### config.mk
export PLATFORM = sky130hd
export DESIGN_NAME = ferx_rx_pcs
export DESIGN_NICKNAME = d
export VERILOG_FILES = /design/src/hdl/ferx_pkg.sv /design/src/hdl/ferx_descrambler.sv /design/src/hdl/ferx_rx_pcs.sv
export VERILOG_INCLUDE_DIRS = /design/src /design/src/hdl
export SDC_FILE = /design/constraint.sdc
export NUM_CORES = 1
export LEC_CHECK = 0
export BUFFER_PORTS_ARGS = -buffer_cell sky130_fd_sc_hd__buf_2
export CAP_MARGIN = 30
export CORE_ASPECT_RATIO = 1.5
export CORE_MARGIN = 4
export CORE_UTILIZATION = 47
export CTS_CLUSTER_DIAMETER = 40
export DETAILED_ROUTE_END_ITERATION = 10
export PLACE_DENSITY_LB_ADDON = 0.15
export SLEW_MARGIN = 40
export SYNTH_ARGS = -nofsm -noshare
export SYNTH_HDL_FRONTEND = slang
export SYNTH_SLANG_ARGS = --single-unit
### constraint.sdc
create_clock -name clk -period 3.1 [get_ports clk]
set_input_delay 0.465 -clock clk [delete_from_list [all_inputs] [get_ports clk]]
set_output_delay 0.465 -clock clk [all_outputs]
set_load 0.05 [all_outputs]
### src/hdl/ferx_defs.svh
`ifndef FERX_DEFS_SVH
`define FERX_DEFS_SVH

// ----------------------------------------
// clock and timing
// ----------------------------------------
`define FERX_CLK_MHZ      100
`define FERX_HOLD_US      722
`define FERX_HOLD_CYC     (`FERX_HOLD_US * `FERX_CLK_MHZ)
`define FERX_LINK_US      395
`define FERX_LINK_CYC     (`FERX_LINK_US * `FERX_CLK_MHZ)
`define FERX_SDQ_NS       1000
`define FERX_SDQ_CYC      ((`FERX_SDQ_NS * `FERX_CLK_MHZ + 999) / 1000)

// ----------------------------------------
// line coding
// ----------------------------------------
`define FERX_GRP_W        5
`define FERX_GRP_LAST     3'd4
`define FERX_LFSR_W       11
`define FERX_LFSR_TAP     8
`define FERX_ACQ_BITS     7'd60
`define FERX_HOLD_BITS    6'd58
`define FERX_SSD_ONES     7'd12
`define FERX_END_ONES     7'd10
`define FERX_SSD_TAIL     3'd6
`define FERX_CODE_I       5'h1f
`define FERX_CODE_J       5'h18
`define FERX_CODE_K       5'h11
`define FERX_CODE_T       5'h0d
`define FERX_CODE_R       5'h07
`define FERX_NIB_PRE      4'h5
`define FERX_NIB_BAD      4'he
`define FERX_NIB_ZERO     4'h0
`define FERX_FCC_W        16

`endif

### src/hdl/ferx_pkg.sv
`default_nettype none
package ferx_pkg;

	// one received line symbol
	typedef struct packed {
		logic       vld;
		logic [1:0] level;
	} ferx_line_t;

	// mii receive group toward the mac
	typedef struct packed {
		logic       dv;
		logic       er;
		logic       crs;
		logic [3:0] rxd;
	} ferx_mii_rx_t;

	// receive pcs states
	typedef enum logic [3:0] {
		ST_IDLE = 4'b0001,
		ST_SSD  = 4'b0010,
		ST_DATA = 4'b0100,
		ST_BAD  = 4'b1000
	} ferx_state_t;

endpackage
`default_nettype wire

### src/hdl/ferx_descrambler.sv
`include "ferx_defs.svh"
`default_nettype none
module ferx_descrambler #(
	parameter int HOLD_CYC = `FERX_HOLD_CYC
) (
	input  wire logic clk,
	input  wire logic reset_n,
	input  wire logic bit_vld,
	input  wire logic sd_bit,
	input  wire logic bypass,
	input  wire logic enable,
	output logic      ud_vld,
	output logic      ud_bit,
	output logic      synced
);
	import ferx_pkg::*;

	localparam int TW = $clog2(HOLD_CYC + 1);

	logic [`FERX_LFSR_W-1:0] lfsr_r, lfsr_nxt;
	logic [6:0]              acq_r, acq_nxt;
	logic [5:0]              run_r, run_nxt;
	logic [TW-1:0]           tmr_r, tmr_nxt;
	logic                    sync_r, sync_nxt;
	logic                    udv_r, udv_nxt;
	logic                    ud_r, ud_nxt;
	logic                    pred;
	logic                    plain;

	// ----------------------------------------
	// lfsr, acquisition and hold timer
	// ----------------------------------------
	always_comb begin
		pred     = lfsr_r[`FERX_LFSR_W-1] ^ lfsr_r[`FERX_LFSR_TAP];
		plain    = sd_bit ^ pred;
		lfsr_nxt = lfsr_r;
		acq_nxt  = acq_r;
		run_nxt  = run_r;
		tmr_nxt  = tmr_r;
		sync_nxt = sync_r;
		udv_nxt  = 1'b0;
		ud_nxt   = ud_r;
		if (!enable) begin
			sync_nxt = 1'b0;
			acq_nxt  = 7'h00;
		end else if (bit_vld) begin
			udv_nxt = 1'b1;
			if (bypass) begin
				ud_nxt = sd_bit;
			end else if (!sync_r) begin
				// open loop: idle means keystream is the inverted line bit
				lfsr_nxt = {lfsr_r[`FERX_LFSR_W-2:0], ~sd_bit};
				acq_nxt  = plain ? acq_r + 7'h01 : 7'h00;
				ud_nxt   = 1'b0;
				udv_nxt  = 1'b0;
				if (plain && acq_r == `FERX_ACQ_BITS - 7'h01) begin
					sync_nxt = 1'b1;
					tmr_nxt  = TW'(HOLD_CYC);
					run_nxt  = 6'h00;
				end
			end else begin
				lfsr_nxt = {lfsr_r[`FERX_LFSR_W-2:0], pred};
				ud_nxt   = plain;
				// run restarts after each reload, so a long idle stretch keeps refreshing the timer
				run_nxt  = (plain && run_r != `FERX_HOLD_BITS - 6'h01) ? run_r + 6'h01 : 6'h00;
			end
		end
		// hold timer runs on clock time, not bit time
		if (enable && !bypass && sync_r) begin
			if (bit_vld && plain && run_r == `FERX_HOLD_BITS - 6'h01) begin
				tmr_nxt = TW'(HOLD_CYC);
			end else if (tmr_r == '0) begin
				sync_nxt = 1'b0;
				acq_nxt  = 7'h00;
				udv_nxt  = 1'b0;
			end else begin
				tmr_nxt = tmr_r - TW'(1);
			end
		end
	end

	// state registers
	always_ff @(posedge clk or negedge reset_n) begin
		if (!reset_n) begin
			lfsr_r <= '0;
			acq_r  <= 7'h00;
			run_r  <= 6'h00;
			tmr_r  <= '0;
			sync_r <= 1'b0;
			udv_r  <= 1'b0;
			ud_r   <= 1'b0;
		end else begin
			lfsr_r <= lfsr_nxt;
			acq_r  <= acq_nxt;
			run_r  <= run_nxt;
			tmr_r  <= tmr_nxt;
			sync_r <= sync_nxt;
			udv_r  <= udv_nxt;
			ud_r   <= ud_nxt;
		end
	end

	assign ud_vld = udv_r;
	assign ud_bit = ud_r;
	assign synced = bypass | sync_r;
endmodule
`default_nettype wire

### src/hdl/ferx_rx_pcs.sv
`include "ferx_defs.svh"
`default_nettype none
module ferx_rx_pcs #(
	parameter int HOLD_CYC = `FERX_HOLD_CYC,
	parameter int LINK_CYC = `FERX_LINK_CYC,
	parameter int SDQ_CYC  = `FERX_SDQ_CYC
) (
	input  wire logic                   clk,
	input  wire logic                   reset_n,
	input  wire ferx_pkg::ferx_line_t   line_in,
	input  wire logic                   energy_det,
	input  wire logic                   scr_bypass,
	output ferx_pkg::ferx_mii_rx_t      mii_rx,
	output logic                        nib_stb,
	output logic                        link_up,
	output logic                        tx_pcs_en,
	output logic                        rx_synced,
	output logic [`FERX_FCC_W-1:0]      false_carrier_count_reg
);
	import ferx_pkg::*;

	localparam int LW = $clog2(LINK_CYC + 1);
	localparam int QW = $clog2(SDQ_CYC + 1);

	// 5b to 4b lookup: {invalid, nibble}
	function automatic logic [4:0] dec5(input logic [4:0] g);
		logic [4:0] r;
		r = {1'b1, `FERX_NIB_ZERO};
		case (g)
			5'h1e: r = 5'h00;
			5'h09: r = 5'h01;
			5'h14: r = 5'h02;
			5'h15: r = 5'h03;
			5'h0a: r = 5'h04;
			5'h0b: r = 5'h05;
			5'h0e: r = 5'h06;
			5'h0f: r = 5'h07;
			5'h12: r = 5'h08;
			5'h13: r = 5'h09;
			5'h16: r = 5'h0a;
			5'h17: r = 5'h0b;
			5'h1a: r = 5'h0c;
			5'h1b: r = 5'h0d;
			5'h1c: r = 5'h0e;
			5'h1d: r = 5'h0f;
			default: r = {1'b1, `FERX_NIB_ZERO};
		endcase
		return r;
	endfunction

	// ----------------------------------------
	// signal detect and link monitor
	// ----------------------------------------
	logic [QW-1:0] sdq_r, sdq_nxt;
	logic [LW-1:0] lnk_r, lnk_nxt;
	logic          sd_r, sd_nxt;
	logic          up_r, up_nxt;

	// energy must persist far longer than any link pulse
	always_comb begin
		sdq_nxt = sdq_r;
		sd_nxt  = sd_r;
		lnk_nxt = lnk_r;
		up_nxt  = up_r;
		if (!energy_det) begin
			sdq_nxt = '0;
			sd_nxt  = 1'b0;
		end else if (sdq_r == QW'(SDQ_CYC)) begin
			sd_nxt = 1'b1;
		end else begin
			sdq_nxt = sdq_r + QW'(1);
		end
		if (!sd_r) begin
			lnk_nxt = '0;
			up_nxt  = 1'b0;
		end else if (lnk_r == LW'(LINK_CYC)) begin
			up_nxt = 1'b1;
		end else begin
			lnk_nxt = lnk_r + LW'(1);
		end
	end

	// detect and link registers
	always_ff @(posedge clk or negedge reset_n) begin
		if (!reset_n) begin
			sdq_r <= '0;
			sd_r  <= 1'b0;
			lnk_r <= '0;
			up_r  <= 1'b0;
		end else begin
			sdq_r <= sdq_nxt;
			sd_r  <= sd_nxt;
			lnk_r <= lnk_nxt;
			up_r  <= up_nxt;
		end
	end

	// ----------------------------------------
	// mlt-3 to nrzi to nrz
	// ----------------------------------------
	logic [1:0] lvl_r, lvl_nxt;
	logic       nrzi_r, nrzi_nxt;
	logic       nrz_r, nrz_nxt;
	logic       nrzv_r, nrzv_nxt;

	// a level change toggles nrzi; an nrzi edge is a one
	always_comb begin
		lvl_nxt  = lvl_r;
		nrzi_nxt = nrzi_r;
		nrz_nxt  = nrz_r;
		nrzv_nxt = line_in.vld;
		if (line_in.vld) begin
			lvl_nxt  = line_in.level;
			nrzi_nxt = nrzi_r ^ (line_in.level != lvl_r);
			nrz_nxt  = nrzi_nxt ^ nrzi_r;
		end
	end

	// line conversion registers
	always_ff @(posedge clk or negedge reset_n) begin
		if (!reset_n) begin
			lvl_r  <= 2'h0;
			nrzi_r <= 1'b0;
			nrz_r  <= 1'b0;
			nrzv_r <= 1'b0;
		end else begin
			lvl_r  <= lvl_nxt;
			nrzi_r <= nrzi_nxt;
			nrz_r  <= nrz_nxt;
			nrzv_r <= nrzv_nxt;
		end
	end

	// ----------------------------------------
	// descrambler
	// ----------------------------------------
	logic ud_vld;
	logic ud_bit;
	logic synced;
	logic pcs_en;

	ferx_descrambler #(
		.HOLD_CYC (HOLD_CYC)
	) u_descr (
		.clk     (clk),
		.reset_n (reset_n),
		.bit_vld (nrzv_r),
		.sd_bit  (nrz_r),
		.bypass  (scr_bypass),
		.enable  (up_r),
		.ud_vld  (ud_vld),
		.ud_bit  (ud_bit),
		.synced  (synced)
	);

	assign pcs_en = up_r & synced;

	// ----------------------------------------
	// alignment and receive state machine
	// ----------------------------------------
	ferx_state_t st_r, st_nxt;
	logic [14:0] win_r, win_nxt;
	logic [6:0]  ones_r, ones_nxt;
	logic [2:0]  ph_r, ph_nxt;
	logic [2:0]  tail_r, tail_nxt;
	logic [4:0]  prev_r, prev_nxt;
	logic        pvld_r, pvld_nxt;
	logic        prek_r, prek_nxt;
	logic [`FERX_FCC_W-1:0] fcc_r, fcc_nxt;
	logic        ostb;
	logic        oer;
	logic [3:0]  onib;
	logic        grp_done;
	logic [4:0]  cur;
	logic [4:0]  dprev;

	// one bit per step; groups complete every fifth bit
	always_comb begin
		st_nxt   = st_r;
		win_nxt  = win_r;
		ones_nxt = ones_r;
		ph_nxt   = ph_r;
		tail_nxt = tail_r;
		prev_nxt = prev_r;
		pvld_nxt = pvld_r;
		prek_nxt = prek_r;
		fcc_nxt  = fcc_r;
		ostb     = 1'b0;
		oer      = 1'b0;
		onib     = `FERX_NIB_ZERO;
		grp_done = 1'b0;
		cur      = win_r[4:0];
		dprev    = dec5(prev_r);
		if (!pcs_en) begin
			st_nxt   = ST_IDLE;
			ones_nxt = 7'h00;
			pvld_nxt = 1'b0;
			prek_nxt = 1'b0;
		end else if (ud_vld) begin
			win_nxt  = {win_r[13:0], ud_bit};
			cur      = win_nxt[4:0];
			ones_nxt = ud_bit ? ((ones_r == 7'h7f) ? ones_r : ones_r + 7'h01) : 7'h00;
			grp_done = (ph_r == `FERX_GRP_LAST);
			ph_nxt   = grp_done ? 3'h0 : ph_r + 3'h1;
			case (st_r)
				ST_IDLE: begin
					// first zero after idles: j has two ones before it
					if (!ud_bit && ones_r >= `FERX_SSD_ONES) begin
						st_nxt   = ST_SSD;
						tail_nxt = 3'h0;
					end
				end
				ST_SSD: begin
					tail_nxt = tail_r + 3'h1;
					if (tail_r == `FERX_SSD_TAIL) begin
						if (win_nxt[9:0] == {`FERX_CODE_J, `FERX_CODE_K}) begin
							st_nxt   = ST_DATA;
							ph_nxt   = 3'h0;
							ostb     = 1'b1;
							onib     = `FERX_NIB_PRE;
							prek_nxt = 1'b1;
							pvld_nxt = 1'b0;
						end else begin
							st_nxt  = ST_BAD;
							ph_nxt  = 3'h0;
							fcc_nxt = fcc_r + `FERX_FCC_W'(1);
							ostb    = 1'b1;
							oer     = 1'b1;
							onib    = `FERX_NIB_BAD;
						end
					end
				end
				ST_DATA: begin
					if (grp_done) begin
						if (pvld_r && prev_r == `FERX_CODE_T && cur == `FERX_CODE_R) begin
							st_nxt   = ST_IDLE;
							pvld_nxt = 1'b0;
						end else if (pvld_r && prev_r == `FERX_CODE_I && cur == `FERX_CODE_I) begin
							st_nxt   = ST_IDLE;
							pvld_nxt = 1'b0;
						end else begin
							// output lags one group so a t can wait for its r
							ostb     = prek_r | pvld_r;
							onib     = prek_r ? `FERX_NIB_PRE : dprev[3:0];
							oer      = !prek_r & dprev[4];
							prek_nxt = 1'b0;
							prev_nxt = cur;
							pvld_nxt = 1'b1;
						end
					end
				end
				ST_BAD: begin
					if (ones_nxt >= `FERX_END_ONES) begin
						st_nxt = ST_IDLE;
					end else if (grp_done) begin
						ostb = 1'b1;
						oer  = 1'b1;
						onib = `FERX_NIB_BAD;
					end
				end
				default: begin
					st_nxt = ST_IDLE;
				end
			endcase
		end
	end

	// receive state registers
	always_ff @(posedge clk or negedge reset_n) begin
		if (!reset_n) begin
			st_r   <= ST_IDLE;
			win_r  <= 15'h0000;
			ones_r <= 7'h00;
			ph_r   <= 3'h0;
			tail_r <= 3'h0;
			prev_r <= 5'h00;
			pvld_r <= 1'b0;
			prek_r <= 1'b0;
			fcc_r  <= '0;
		end else begin
			st_r   <= st_nxt;
			win_r  <= win_nxt;
			ones_r <= ones_nxt;
			ph_r   <= ph_nxt;
			tail_r <= tail_nxt;
			prev_r <= prev_nxt;
			pvld_r <= pvld_nxt;
			prek_r <= prek_nxt;
			fcc_r  <= fcc_nxt;
		end
	end

	// ----------------------------------------
	// mii receive outputs
	// ----------------------------------------
	ferx_mii_rx_t mii_r, mii_nxt;
	logic         stb_r, stb_nxt;

	// nibble and error hold between strobes; dv and crs follow state
	always_comb begin
		mii_nxt     = mii_r;
		stb_nxt     = ostb;
		mii_nxt.dv  = pcs_en & (st_nxt == ST_DATA);
		mii_nxt.crs = pcs_en & (st_nxt != ST_IDLE);
		if (ostb) begin
			mii_nxt.rxd = onib;
			mii_nxt.er  = oer;
		end
		if (!mii_nxt.crs) begin
			mii_nxt.er  = 1'b0;
			mii_nxt.rxd = `FERX_NIB_ZERO;
		end
	end

	// output registers
	always_ff @(posedge clk or negedge reset_n) begin
		if (!reset_n) begin
			mii_r <= '0;
			stb_r <= 1'b0;
		end else begin
			mii_r <= mii_nxt;
			stb_r <= stb_nxt;
		end
	end

	assign mii_rx                  = mii_r;
	assign nib_stb                 = stb_r;
	assign link_up                 = up_r;
	assign tx_pcs_en               = up_r;
	assign rx_synced               = synced;
	assign false_carrier_count_reg = fcc_r;
endmodule
`default_nettype wire

* Yosys cells after proc, flatten, opt, wreduce, memory -nomap -nowiden
Memory sizes are Yosys's and may differ from the RTL's. Index checks and enable logic that the tools add are counted.
Storage, ports and cells: ROM bits 160, logic and storage cells 227, memories kept 1, output and inout bits 27, bits in registers 131, bits of input ports 7
Memories:
- (no name shown) | words 32, bits a word 5, rd ports 1, clocked after memory_dff 0, write ports 0, RTL line ferx_rx_pcs.sv:29 | case (g)
Cells by class: magnitude comparators 2, reduce and logical (&&, ||, !) cells 26, muxes and demuxes 112, bitwise operators 15, add/subtract/negate cells 9, equal/unequal tests 33
Operator list (number):
- 17-bit 2-to-1 mux | 8
- 7-bit 2-to-1 mux | 14
- 4-bit 2-to-1 mux | 21
- 1-bit 2-to-1 mux | 53
- 16-bit by 1-bit adder with 16-bit output (second input constant) | 2
- 16-bit 2-to-1 mux | 2
- 7-bit by 1-bit adder with 7-bit output (second input constant) | 3
- 6-bit 2-to-1 mux | 3
- 17-bit zero test | 1
- 17-bit by 1-bit subtractor with 17-bit output (second input constant) | 1
- 16-bit == test (second input constant) | 1
- 4-bit one-hot mux with 4 select lines | 1
- 3-bit inequality test (second input constant) | 5
- 7-bit == test (second input constant) | 2
- 7-bit by 4-bit >= comparator with 1-bit output (second input constant) | 2
- 3-bit 2-to-1 mux | 4
- 4-bit one-hot mux with 3 select lines | 1
- 1-bit logical AND | 11
- 10-bit == test (second input constant) | 1
- 5-bit == test (second input constant) | 2
- 5-bit AND reduction | 2
- 4-bit by 3-bit == test with 1-bit output (second input constant) | 2
- 2-bit by 1-bit inequality test with 1-bit output (second input constant) | 4
- 4-bit AND reduction | 2
- other kinds (28) | 49

* Logic depth before layout (Yosys ltp)
Gate-level depths: netlist of run 1.
depth in word-level cells 12, mapped depth 9, gate-level depth less buffers 8

* Cells and area by module
From an unflattened synthesis of run 1, not the netlist that was laid out.
Unflattened totals: cells, all modules 714, area, all modules 7008.0 um^2
By module, submodules not included:
- ferx_rx_pcs | seq. area each 2153.3 um^2, cells each 464, instances 1, area an instance 4566.9 um^2
- ferx_descrambler | seq. area each 1101.1 um^2, cells each 250, instances 1, area an instance 2441.1 um^2

* Least setup slack after synthesis of run 1
Ideal clock, no wire load.
kind register to register, from register st_r[0], to register fcc_r[6], in the netlist false_carrier_count_reg[6], data arrival time 2.388 ns, period minus slack after synthesis 2.529 ns, cell stages (with the launch flop) 9, required time 2.958 ns, path buffers 2, setup time 0.142 ns, slack 0.571 ns, cells stage by stage dfstp_2 buf_2 or4b_2 o311ai_1 nor3b_4 and4_1 buf_4 nand3_1 xnor2_1
Between the ends: longest elaborated chain between the ends 2
RTL lines:
- start: declaration | RTL line ferx_rx_pcs.sv:161 | ferx_state_t st_r, st_nxt;
- start signal: assignment | RTL line ferx_rx_pcs.sv:281 | st_r <= st_nxt;
- 4-bit by 2-bit == test with 1-bit output | RTL line ferx_rx_pcs.sv:205 | case (st_r)
- 5-bit AND reduction (no source line)
- end signal: assignment | RTL line ferx_rx_pcs.sv:289 | fcc_r <= fcc_nxt;
- end: declaration | RTL line ferx_rx_pcs.sv:169 | logic [`FERX_FCC_W-1:0] fcc_r, fcc_nxt;
Every way passes these cells. A chain may end at the register's enable or synchronous reset.

* Worst setup path in the final report of run 1
from register st_r[0], to register mii_r, in the netlist mii_rx[0]
Between the ends: elaborated cells between the ends (all ways) 24, those cells by class eq/ne: 6; mux: 17; bitwise: 1
RTL lines:
- 4-bit == test, or another cell as far along | RTL line ferx_rx_pcs.sv:205
- 4-bit one-hot mux with 4 select lines (*) | RTL line ferx_rx_pcs.sv:205
- 4-bit 2-to-1 mux (*) | RTL line ferx_rx_pcs.sv:199 | end else if (ud_vld) begin
- 4-bit 2-to-1 mux (*) | RTL line ferx_rx_pcs.sv:194 | if (!pcs_en) begin
- via st_nxt[1] | RTL line ferx_rx_pcs.sv:161
- 4-bit by 1-bit inequality test with 1-bit output (*) | RTL line ferx_rx_pcs.sv:304 | mii_nxt.crs = pcs_en & (st_nxt != ST_IDLE);
- 1-bit AND (*) | RTL line ferx_rx_pcs.sv:304
- 2-bit by 1-bit inequality test with 1-bit output (no source line) / 4-bit 2-to-1 mux (equally long branches)
- end signal: assignment | RTL line ferx_rx_pcs.sv:321 | mii_r <= mii_nxt;
- end: declaration | RTL line ferx_rx_pcs.sv:296 | ferx_mii_rx_t mii_r, mii_nxt;
The timed path passes the listed nets; every way through them passes the cells marked *. The select of a mux whose other input is x is not followed.

==> run metrics, run 1 <==
required time reported for the critical path endpoint 3.41 ns; Core Region 0.0142 mm2; Synth area leaders sky130_fd_sc_hd__dfrtp_1 47%, sky130_fd_sc_hd__nand2_1 4.6%, sky130_fd_sc_hd__o21ai_0 4.0%; EDFF count, synth 0; Post-Synth Adder-Cell Area 3.27%; post-route clock skew 0.0102 ns; Cells on Worst Hold Path 1; number of buffers inserted during clock tree synthesis 17; total global routing overflow 0; actual transition at the worst max-transition pin 0.698 ns; met2 GRT Util 34.1%; Relative slew margins 53.3%; clock latency of the later-clocked register in the worst-skew pair 0.41 ns; achievable frequency 365 MHz; share of cell area taken by muxes after synthesis 3.18%; final setup slack of the worst path 0.360 ns; clock root buffer master sky130_fd_sc_hd__clkbuf_16; GRT Total Usage 18.7%; flop2flop setup slack 0.36 ns; status complete, no violations; critical-path maximum fanout 9; wirelength, routed 14600 um; n_diodes 0; capture endpoint of the worst hold path nrzv_r$_DFF_PN0_; minimum clock period after layout 2.74 ns; top post-synthesis cells by count 129 x sky130_fd_sc_hd__dfrtp_1, 85 x sky130_fd_sc_hd__nand2_1, 55 x sky130_fd_sc_hd__o21ai_0, 50 x sky130_fd_sc_hd__nor2_1, 36 x sky130_fd_sc_hd__nand3_1; Synth Flop Type sky130_fd_sc_hd__dfrtp_1; share of synthesized area occupied by flip-flops and latches 47.3%; final hold violation count 0; Max-Cap Viols 0; area fraction of the dominant cell type after synthesis 46.9%; Die Outline Area 0.0167 mm2; simple logic cell fraction of the synthesized area 23.0%; Worst EP arrival 3.05 ns; detailed-placement wirelength estimate 10400 um; starting density of the core 48.5%; maximum number of pins on one net before global-route repair 100; Mapped Cells 717; standard cell with the maximum stage delay on the critical path sky130_fd_sc_hd__or4b_2; global-route track usage on met3 3.38%; Post-CTS Setup Inserts 0; post-layout net count 779; max FFs per register 17; most numerous cell in the Yosys netlist sky130_fd_sc_hd__dfrtp_1; total nets after synthesis 742; number of sinks driven by the clock tree 130; GRT busiest layer met2; leakage power summed over all cells 0.00362 uW; Largest stage delay, worst path 0.65 ns; power density cells 498 mW/mm2; antenna violations before repair 0; Top Ports 34; reg2reg end mii_rx[0]$_DFFE_PN0P_; iteration-0 DRC count of the detailed router 251; Chip Width 107 um; async set or reset register ratio after synthesis 100%; routability congestion estimate 0.913; final slew viol count 0; number of resized instances in the post-cts repair step 0; total number of H-tree levels 4; count of unique library cells instantiated by Yosys 69; post-layout power 3950 uW; hold buffer count at cts 1; Post-Synthesis Cell Area 0.00688 mm2; maximum clock insertion buffer count 2; cell taking the most area after synthesis sky130_fd_sc_hd__dfrtp_1; main combinational cell family by area after synthesis simple AND/OR/NAND/NOR gates; DR vias/cell 5.74; syn avg cell area 9.60 um2; global-route wire length before repair 25600 um; cell row count 53; Final TNS setup 0 ns; highest ir drop seen on vdd 0.318 mV; register bit count reported by yosys 130; layout cells sized above 1 14.7%; floorplan die height 156 um; Post-Place Setup Slack 0.378 ns; number of buffers inserted by port buffering 33; list of cells traversed by the critical path or4b_2, nor3_1, a21oi_1, o21ai_0, a2111oi_2, a211oi_1; 1st-pass router iterations 7; Worst setup EP type register; fraction of the core area covered by cells at the end of the flow 55.9%; startpoint-to-endpoint class of the critical path register to register; Hold Crit Class input port to register; XOR/XNOR share of the synthesized area 5.82%; area added between synthesis and finish 15.2%; count of final setup violators 0; beginning of the worst register-to-register path st_r[0]$_DFF_PN1_; Reg2Reg Depth 6; routing usage on met1 20.8%; unrepaired setup endpoints after global routing no; synthesized-area fraction occupied by ao, oa, aoi and oai cells 14.4%; DRC errors left 0; final worst path period share 88.4%; Worst Hold Launch line_in[2]; number of nets still failing antenna checks after routing 0; via count of the routed design 5507; TritonCTS clock tree done; clock slew at the register clock pins of the worst setup and hold paths 0.06 ns; category of the worst setup path launch point register; Routed wire per std cell 15.3 um; via count of the first global-routing pass 5648; number of warnings printed during yosys synthesis 0
-- metal layers --
| metal | vias up | part of all wire (%) |
|---|---|---|
| li1 | 2652 | - |
| met4 | 0 | 3.1 |
| met3 | 37 | 3.6 |
| met1 | 2694 | 41 |
| met2 | 124 | 53 |
| met5 | - | 0 |
-- placed cells by master (no fill, tap or decap), types with 18 or more instances in the layout --
cell type / count
sky130_fd_sc_hd__dfrtp_1: 129
sky130_fd_sc_hd__nand2_1: 85
sky130_fd_sc_hd__o21ai_0: 55
sky130_fd_sc_hd__nor2_1: 50
sky130_fd_sc_hd__nand3_1: 36
sky130_fd_sc_hd__buf_2: 32
sky130_fd_sc_hd__a21oi_1: 28
sky130_fd_sc_hd__inv_1: 27
sky130_fd_sc_hd__xnor2_1: 26
sky130_fd_sc_hd__and2_1: 19
sky130_fd_sc_hd__ha_1: 18
-- critical path, delay by kind of cell (launching register included) --
kind,cells,cell delay (ns)
flip-flops,1,0.61
AO/OA/AOI/OAI,4,0.92
AND/OR/NAND/NOR,2,1.12
-- power by group --
group | switching [uW] | internal (uW) | total, uW | leakage [uW]
combinational | 54.9 | 24.0 | 78.9 | 0.00155
sequential | 9.72 | 1710 | 1720 | 0.00177
clock | 775 | 1380 | 2160 | 0.000308
-- worst max-delay path by stage --
stage | startpoint | end | slack (ns) | cells past startpoint
2_1_floorplan | st_r[0]$_DFF_PN1_ | false_carrier_count_reg[6]$_DFFE_PN0P_ | 0.57 | 8
3_3_place_gp | u_descr.tmr_r[3]$_DFF_PN0_ | u_descr.acq_r[5]$_DFF_PN0_ | 0.48 | 6
3_5_place_dp | u_descr.tmr_r[3]$_DFF_PN0_ | u_descr.acq_r[5]$_DFF_PN0_ | 0.38 | 6
4_1_cts | u_descr.tmr_r[3]$_DFF_PN0_ | u_descr.acq_r[5]$_DFF_PN0_ | 0.37 | 6
5_1_grt | u_descr.tmr_r[3]$_DFF_PN0_ | u_descr.acq_r[5]$_DFF_PN0_ | 0.04 | 6
6_report | st_r[0]$_DFF_PN1_ | mii_rx[0]$_DFFE_PN0P_ | 0.36 | 6
-- kinds of logic (layout without fill, tap and decap cells) --
family	Yosys count	in the layout
and+or+nand+nor	299	299
AOI/OAI and AO/OA	152	152
DFF	130	130
buffers and inverters	54	104
xor gates and xnor gates	44	44
muxes	20	20
adders and majority gates	18	18
-- layout make-up --
| cell class | count | area, um2 |
|---|---|---|
| inverters | 27 | 101 |
| clock inverters | 14 | 201 |
| clock buffers | 18 | 439 |
| fillers | 1297 | 6260 |
| well taps | 192 | 240 |
| repair buffers | 45 | 273 |
| flip-flops and latches | 130 | 3250 |
| multi-input cells | 533 | 3420 |
-- metrics by stage --
stage,cells,instance area [um2],hold WS [ns]
after CTS,959,7930,0.204
after global routing,959,7930,0.218
after detailed placement,926,7280,0.430
after global placement,926,7280,0.423
final,959,7930,0.217
after floorplan,717,6880,0.169
Power figures use the tool's default switching activity.
==> run 2: changes to the inputs <==
--- a/config.mk
+++ b/config.mk
@@ -8,7 +8,7 @@
 export LEC_CHECK = 0
 export BUFFER_PORTS_ARGS = -buffer_cell sky130_fd_sc_hd__buf_2
 export CAP_MARGIN = 30
-export CORE_ASPECT_RATIO = 1.5
+export CORE_ASPECT_RATIO = 1.2
 export CORE_MARGIN = 4
 export CORE_UTILIZATION = 47
 export CTS_CLUSTER_DIAMETER = 40
==> run 2 against run 1 <==
  * Register-to-register slack lost 0.02 ns
  * Clock power is 4% lower
  * Power is 2.0% lower
  * Non-clock buffer count decreased by 4
  * Clock skew decreased by 0.0050 ns
  * Critical path type unchanged
==> run metrics, run 2 (synthesis gave the netlist of run 1 again) <==
unrepaired setup endpoints after global routing no; maximum clock insertion buffer count 2 (unchanged); GRT Total Usage 18.4% (-0.21 points); clock root buffer master sky130_fd_sc_hd__clkbuf_16; critical-path maximum fanout 11 (+2); number of resized instances in the post-cts repair step 0 (unchanged); Relative slew margins 48.6% (-4.7 points); Routed wire per std cell 15.3 um (+0.30%); Largest stage delay, worst path 0.72 ns (+0.07 ns); Worst EP arrival 3.02 ns (-0.03 ns); leakage power summed over all cells 0.00360 uW (-0.64%); clock latency of the later-clocked register in the worst-skew pair 0.41 ns (about the same); Top Ports 34 (unchanged); Max-Cap Viols 0 (unchanged); non-filler instance count after layout 938 (-2.2%); cell family contributing the most delay on the critical path compound AO/OA/AOI/OAI gates; Hold Crit Class input port to asynchronous set/reset pin; final instance area 0.00786 mm2 (-0.95%); Post-CTS Setup Inserts 0 (unchanged); total number of H-tree levels 4 (unchanged); layout cells sized above 1 14.0% (-0.71 points); area added between synthesis and finish 14.1%; global-route wire length before repair 25800 um (+0.81%); detailed-placement wirelength estimate 9960 um (-4.6%); DRC errors left 0 (unchanged); routability congestion estimate 0.863 (-5.5%); antenna violations before repair 0 (unchanged); cell internal pwr 3100 uW (-0.42%); actual transition at the worst max-transition pin 0.771 ns (+0.0730 ns); starting density of the core 48.0% (-0.55 points); minimum clock period after layout 2.76 ns (+0.0232 ns); final hold violation count 0 (unchanged); number of nets still failing antenna checks after routing 0 (unchanged); iteration-0 DRC count of the detailed router 435 (+73%); clock slew at the register clock pins of the worst setup and hold paths 0.05 ns (about the same); required time reported for the critical path endpoint 3.35 ns (-0.06 ns); DR vias/cell 5.79 (+0.90%); cell count after placement 906 (-2.2%); startpoint-to-endpoint class of the critical path register to register; 1st-pass router iterations 4 (-3); Worst setup EP type register; number of buffers inserted during clock tree synthesis 17 (unchanged); proportion of power drawn by combinational gates 1.9% (about the same); floorplan die height 141 um (-10%); count of fill cells added during filler insertion 1290 (-0.54%); post-layout net count 775 (-0.51%); number of buffers inserted by port buffering 33 (unchanged); achievable frequency 362 MHz (-0.84%); Final TNS setup 0 ns (unchanged); via count of the first global-routing pass 5519 (-2.3%); cell area after placement 0.00723 mm2 (-0.69%); status complete, no violations; maximum number of pins on one net before global-route repair 131 (+31%); standard cell with the maximum stage delay on the critical path sky130_fd_sc_hd__a2111oi_2; power density cells 493 mW/mm2 (-1.0%); switch share 20.0% (-1.3 points); TritonCTS clock tree done; relative contribution of sequential cells to total power 44.3% (+0.9 points); Chip Width 118 um (+11%); max FFs per register 17 (unchanged); highest-count cells in the layout ignoring fill and taps 129 x sky130_fd_sc_hd__dfrtp_1, 85 x sky130_fd_sc_hd__nand2_1, 55 x sky130_fd_sc_hd__o21ai_0; number of sinks driven by the clock tree 130 (unchanged); post-route clock skew 0.00518 ns (-0.00501 ns); net switching power 775 uW (-7.8%); cell row count 48 (-9.4%); list of cells traversed by the critical path a2111oi_0, nor3_1, a21oi_1, o21ai_0, a2111oi_2, a211oi_1; via count of the routed design 5435 (-1.3%); worst hold slack across all endpoints 0.0595 ns (-0.158 ns); final slew viol count 0 (unchanged); Core Region 0.0144 mm2 (+1.1%); Clock Power Share 53.8% (-0.8 points); highest ir drop seen on vdd 0.320 mV (+0.81%); wirelength, routed 14400 um (-1.9%); Buf/Inv on CP 0 (unchanged); hold buffer count at cts 0 (-1); total global routing overflow 0 (unchanged); final worst path period share 89.1% (+0.75 points); n_diodes 0 (unchanged); most common library cell in the layout ignoring fill and taps sky130_fd_sc_hd__dfrtp_1; category of the worst setup path launch point register; count of final setup violators 0 (unchanged); Die Outline Area 0.0167 mm2 (-0.19%)
==> run 2: cell count changes in the layout (fill, tap and decap cells not counted), sizes merged <==
cell	previous run	this run
buf	44	41
inv	32	27
clkbuf	18	24
dlygate4sd3	1	0
bufinv	4	3
==> run 2: cell type report <==
type                            count  area [um2]  share of cell area (%)
Sequential cell                   130        3250                    41.4
Clock buffer                       24         502                    6.39
Clock inverter                      8         124                    1.58
Inverter                           27         101                    1.29
Timing Repair Buffer               41         240                    3.06
Multi-Input combinational cell    533        3420                    43.5
Tap cell                          175         219                    2.79
==> run 2: worst paths after layout <==
kind / slack, ns / cells past startpoint / endpoint / startpoint
setup / recovery: 0.34 / 6 / mii_rx[0]$_DFFE_PN0P_ / ones_r[2]$_DFFE_PN0P_
hold / removal: 0.06 / 2 / ones_r[2]$_DFFE_PN0P_ / reset_n
setup reg to reg: 0.34 / 6 / mii_rx[0]$_DFFE_PN0P_ / ones_r[2]$_DFFE_PN0P_
hold reg to reg: 0.47 / 1 / false_carrier_count_reg[15]$_DFFE_PN0P_ / false_carrier_count_reg[15]$_DFFE_PN0P_
max in group asynchronous: 2.39 / 2 / u_descr.tmr_r[2]$_DFF_PN0_ / reset_n
min in group clk: 0.22 / 1 / nrzv_r$_DFF_PN0_ / line_in[2]
==> run 2: worst reg2reg max path, delay by kind of cell (launching register included) <==
family / cells / cell delay [ns]
AOI/OAI and AO/OA: 5 / 1.95
and+or+nand+nor: 1 / 0.17
DFF: 1 / 0.49
==> run 2: per-layer routing <==
layer	wire, um	share of wire (%)	vias to the layer above	track usage, %
li1	-	-	2639	-
met1	6230	43	2672	22.6
met2	7320	51	98	32.2
met3	514	3.6	26	3.49
met4	301	2.1	0	7.50
met5	0	0	-	0
==> run 2: power by group through the flow <==
stage	Combinational [uW]	Clock [uW]	Sequential, uW
2_1_floorplan	27.7	0	1740
3_3_place_gp	75.7	0	1740
4_1_cts	77.9	2130	1720
6_report	74.0	2080	1720
5_1_grt	87.3	2210	1720
3_5_place_dp	77.3	0	1750
==> run 2: through the flow <==
step	util, %	power, uW	setup WS [ns]
final	54.7	3870	0.337
after global routing	54.7	4010	0.00541
after CTS	54.7	3920	0.398
after detailed placement	50.4	1820	0.405
after global placement	50.4	1820	0.474
after floorplan	-	1770	0.571
==> run 3: changes to the inputs <==
--- a/config.mk
+++ b/config.mk
@@ -10,10 +10,11 @@
 export CAP_MARGIN = 30
 export CORE_ASPECT_RATIO = 1.2
 export CORE_MARGIN = 4
-export CORE_UTILIZATION = 47
+export CORE_UTILIZATION = 62
 export CTS_CLUSTER_DIAMETER = 40
 export DETAILED_ROUTE_END_ITERATION = 10
 export PLACE_DENSITY_LB_ADDON = 0.15
+export RECOVER_POWER = 50
 export SLEW_MARGIN = 40
 export SYNTH_ARGS = -nofsm -noshare
 export SYNTH_HDL_FRONTEND = slang
==> run 3 against run 2 <==
  * The run now ends with max-capacitance violations, max-slew violations left
  * Power rose by 3.9%
  * Worst hold slack improved by 0.19 ns
  * Largest cell class unchanged
  * Critical path type unchanged
  * Setup slack gained 0.027 ns
  * Count of clock-buffer cells in the layout is the same
  * Maximum frequency up 1.0%
  * Combinational power is 9.2% higher
  * Clock skew grew 0.0014 ns
  * Sequential share of layout area fell by 0.066 points
  * Via count is 3.3% higher
  * Cell area is 0.16% higher
  * Largest power group unchanged
==> run metrics, run 3 (synthesis gave the netlist of run 1 again) <==
status finished, violations left; violated checks max-capacitance violations, max-slew violations; power density cells 511 mW/mm2 (+3.7%); achievable frequency 365 MHz (+1.0%); actual transition at the worst max-transition pin 1.85 ns (+1.07 ns); cell family contributing the most delay on the critical path simple AND/OR/NAND/NOR gates; GRT Total Usage 24.3% (+5.9 points); final hold violation count 0 (unchanged); maximum number of pins on one net before global-route repair 38 (-71%); final worst path period share 88.3% (-0.88 points); Die Outline Area 0.0129 mm2 (-23%); category of the worst setup path launch point register; Core Region 0.0107 mm2 (-26%); starting density of the core 64.5% (+17 points); DRC errors left 0 (unchanged); fraction of the core area covered by cells at the end of the flow 73.8% (+19 points); Max-Cap Viols 1 (+1); list of cells traversed by the critical path or4_1, nor3_1, nand3_1, o21ai_0, o21bai_1, nor2_1; most common library cell in the layout ignoring fill and taps sky130_fd_sc_hd__dfrtp_1; flop2flop setup slack 0.36 ns (+0.03 ns); Worst setup EP type register; maximum clock insertion buffer count 2 (unchanged); floorplan die height 123 um (-12%); via count of the first global-routing pass 5601 (+1.5%); via count of the routed design 5612 (+3.3%); hold buffer count at cts 1 (+1); final setup slack of the worst path 0.364 ns (+0.0274 ns); proportion of power drawn by combinational gates 2.0% (about the same); number of nets still failing antenna checks after routing 0 (unchanged); n_diodes 0 (unchanged); post-route clock skew 0.00661 ns (+0.00142 ns); required time reported for the critical path endpoint 3.38 ns (+0.03 ns); wirelength, routed 14600 um (+1.5%); TritonCTS clock tree done; total number of cells along the worst setup path 6 (unchanged); Chip Width 104 um (-12%); minimum clock period after layout 2.74 ns (-0.0274 ns); Top Ports 34 (unchanged); count of fill cells added during filler insertion 753 (-42%); relative contribution of sequential cells to total power 42.6% (-1.7 points); Routed wire per std cell 16.3 um (+6.3%); cell internal pwr 3250 uW (+4.8%); Clock Power Share 55.3% (+1.5 points); detailed-placement wirelength estimate 10000 um (+0.84%); area added between synthesis and finish 14.3%; Final TNS setup 0 ns (unchanged); Worst EP arrival 3.02 ns (about the same); number of sinks driven by the clock tree 130 (unchanged); leakage power summed over all cells 0.00363 uW (+0.91%); highest ir drop seen on vdd 0.325 mV (+1.4%); clock root buffer master sky130_fd_sc_hd__clkbuf_16; Buf/Inv on CP 0 (unchanged); Post-Place Setup Slack 0.402 ns (-0.00289 ns); clock slew at the register clock pins of the worst setup and hold paths 0.05 ns (about the same); number of buffers inserted during clock tree synthesis 17 (unchanged); iteration-0 DRC count of the detailed router 309 (-29%); highest-count cells in the layout ignoring fill and taps 129 x sky130_fd_sc_hd__dfrtp_1, 85 x sky130_fd_sc_hd__nand2_1, 55 x sky130_fd_sc_hd__o21ai_0; Post-CTS Setup Inserts 0 (unchanged); final slew viol count 31 (+31); cell area after placement 0.00721 mm2 (-0.31%); net switching power 777 uW (+0.33%); Cells on Worst Hold Path 1; post-layout net count 779 (+0.52%); Hold Crit Class input port to register; max FFs per register 17 (unchanged); antenna violations before repair 0 (unchanged); standard cell with the maximum stage delay on the critical path sky130_fd_sc_hd__or4_1; 1st-pass router iterations 6 (+2); clock latency of the later-clocked register in the worst-skew pair 0.41 ns (about the same); critical-path maximum fanout 7 (-4); count of final setup violators 0 (unchanged); final instance area 0.00787 mm2 (+0.16%); number of resized instances in the post-cts repair step 0 (unchanged); startpoint-to-endpoint class of the critical path register to register; DR vias/cell 6.26 (+8.1%); switch share 19.3% (-0.69 points); number of buffers inserted by port buffering 33 (unchanged); layout cells sized above 1 13.8% (-0.20 points); global-route wire length before repair 25400 um (-1.7%); total global routing overflow 0 (unchanged); cell row count 41 (-15%); routability congestion estimate 0.882 (+2.2%); Reg2Reg Depth 6 (unchanged); Largest stage delay, worst path 0.61 ns (-0.11 ns); Relative slew margins -23.1% (-72 points); total number of H-tree levels 4 (unchanged); unrepaired setup endpoints after global routing no
run 3: cell types whose count changed in the layout (fill, tap and decap cells not counted), sizes merged:
cell / delta
bufinv: +2
dlygate4sd3: +1
clkbuf: +5
clkinvlp: -2
buf: -2
run 3: power groups by stage:
stage          clock [uW]  sequential, uW  combinational, uW
3_3_place_gp            0            1740               78.0
5_1_grt              2350            1720               93.9
4_1_cts              2260            1720               85.4
3_5_place_dp            0            1750               83.7
2_1_floorplan           0            1740               27.7
6_report             2230            1720               80.8
run 3: final timing paths:
check / end / startpoint
min in group asynchronous: ones_r[0]$_DFFE_PN0P_ / reset_n
max reg2reg: u_descr.acq_r[2]$_DFF_PN0_ / u_descr.tmr_r[3]$_DFF_PN0_
min reg2reg: false_carrier_count_reg[15]$_DFFE_PN0P_ / false_carrier_count_reg[15]$_DFFE_PN0P_
max: u_descr.acq_r[2]$_DFF_PN0_ / u_descr.tmr_r[3]$_DFF_PN0_
min: nrzv_r$_DFF_PN0_ / line_in[2]
max in group asynchronous: link_up$_DFFE_PN0P_ / reset_n
run 3: area by class of cell:
cell class	count	area, um2	area share [%]
Multi-Input combinational cell	533	3420	43.4
Tap cell	129	161	2.05
Inverter	27	101	1.29
Clock inverter	8	173	2.19
Sequential cell	130	3250	41.4
Clock buffer	24	492	6.25
Timing Repair Buffer	45	272	3.45
run 3: metal layers:
layer | GRT usage [%] | routed length (um)
met5 | 0 | 0
met4 | 12.2 | 340
met3 | 5.12 | 656
met2 | 42.3 | 7420
met1 | 28.8 | 6160
run 3: stage by stage:
step,hold slack [ns],instances,power (uW)
2_1_floorplan,0.169,717,1770
3_3_place_gp,0.451,862,1820
3_5_place_dp,0.433,863,1830
4_1_cts,0.209,896,4060
5_1_grt,0.240,896,4160
6_report,0.248,896,4020
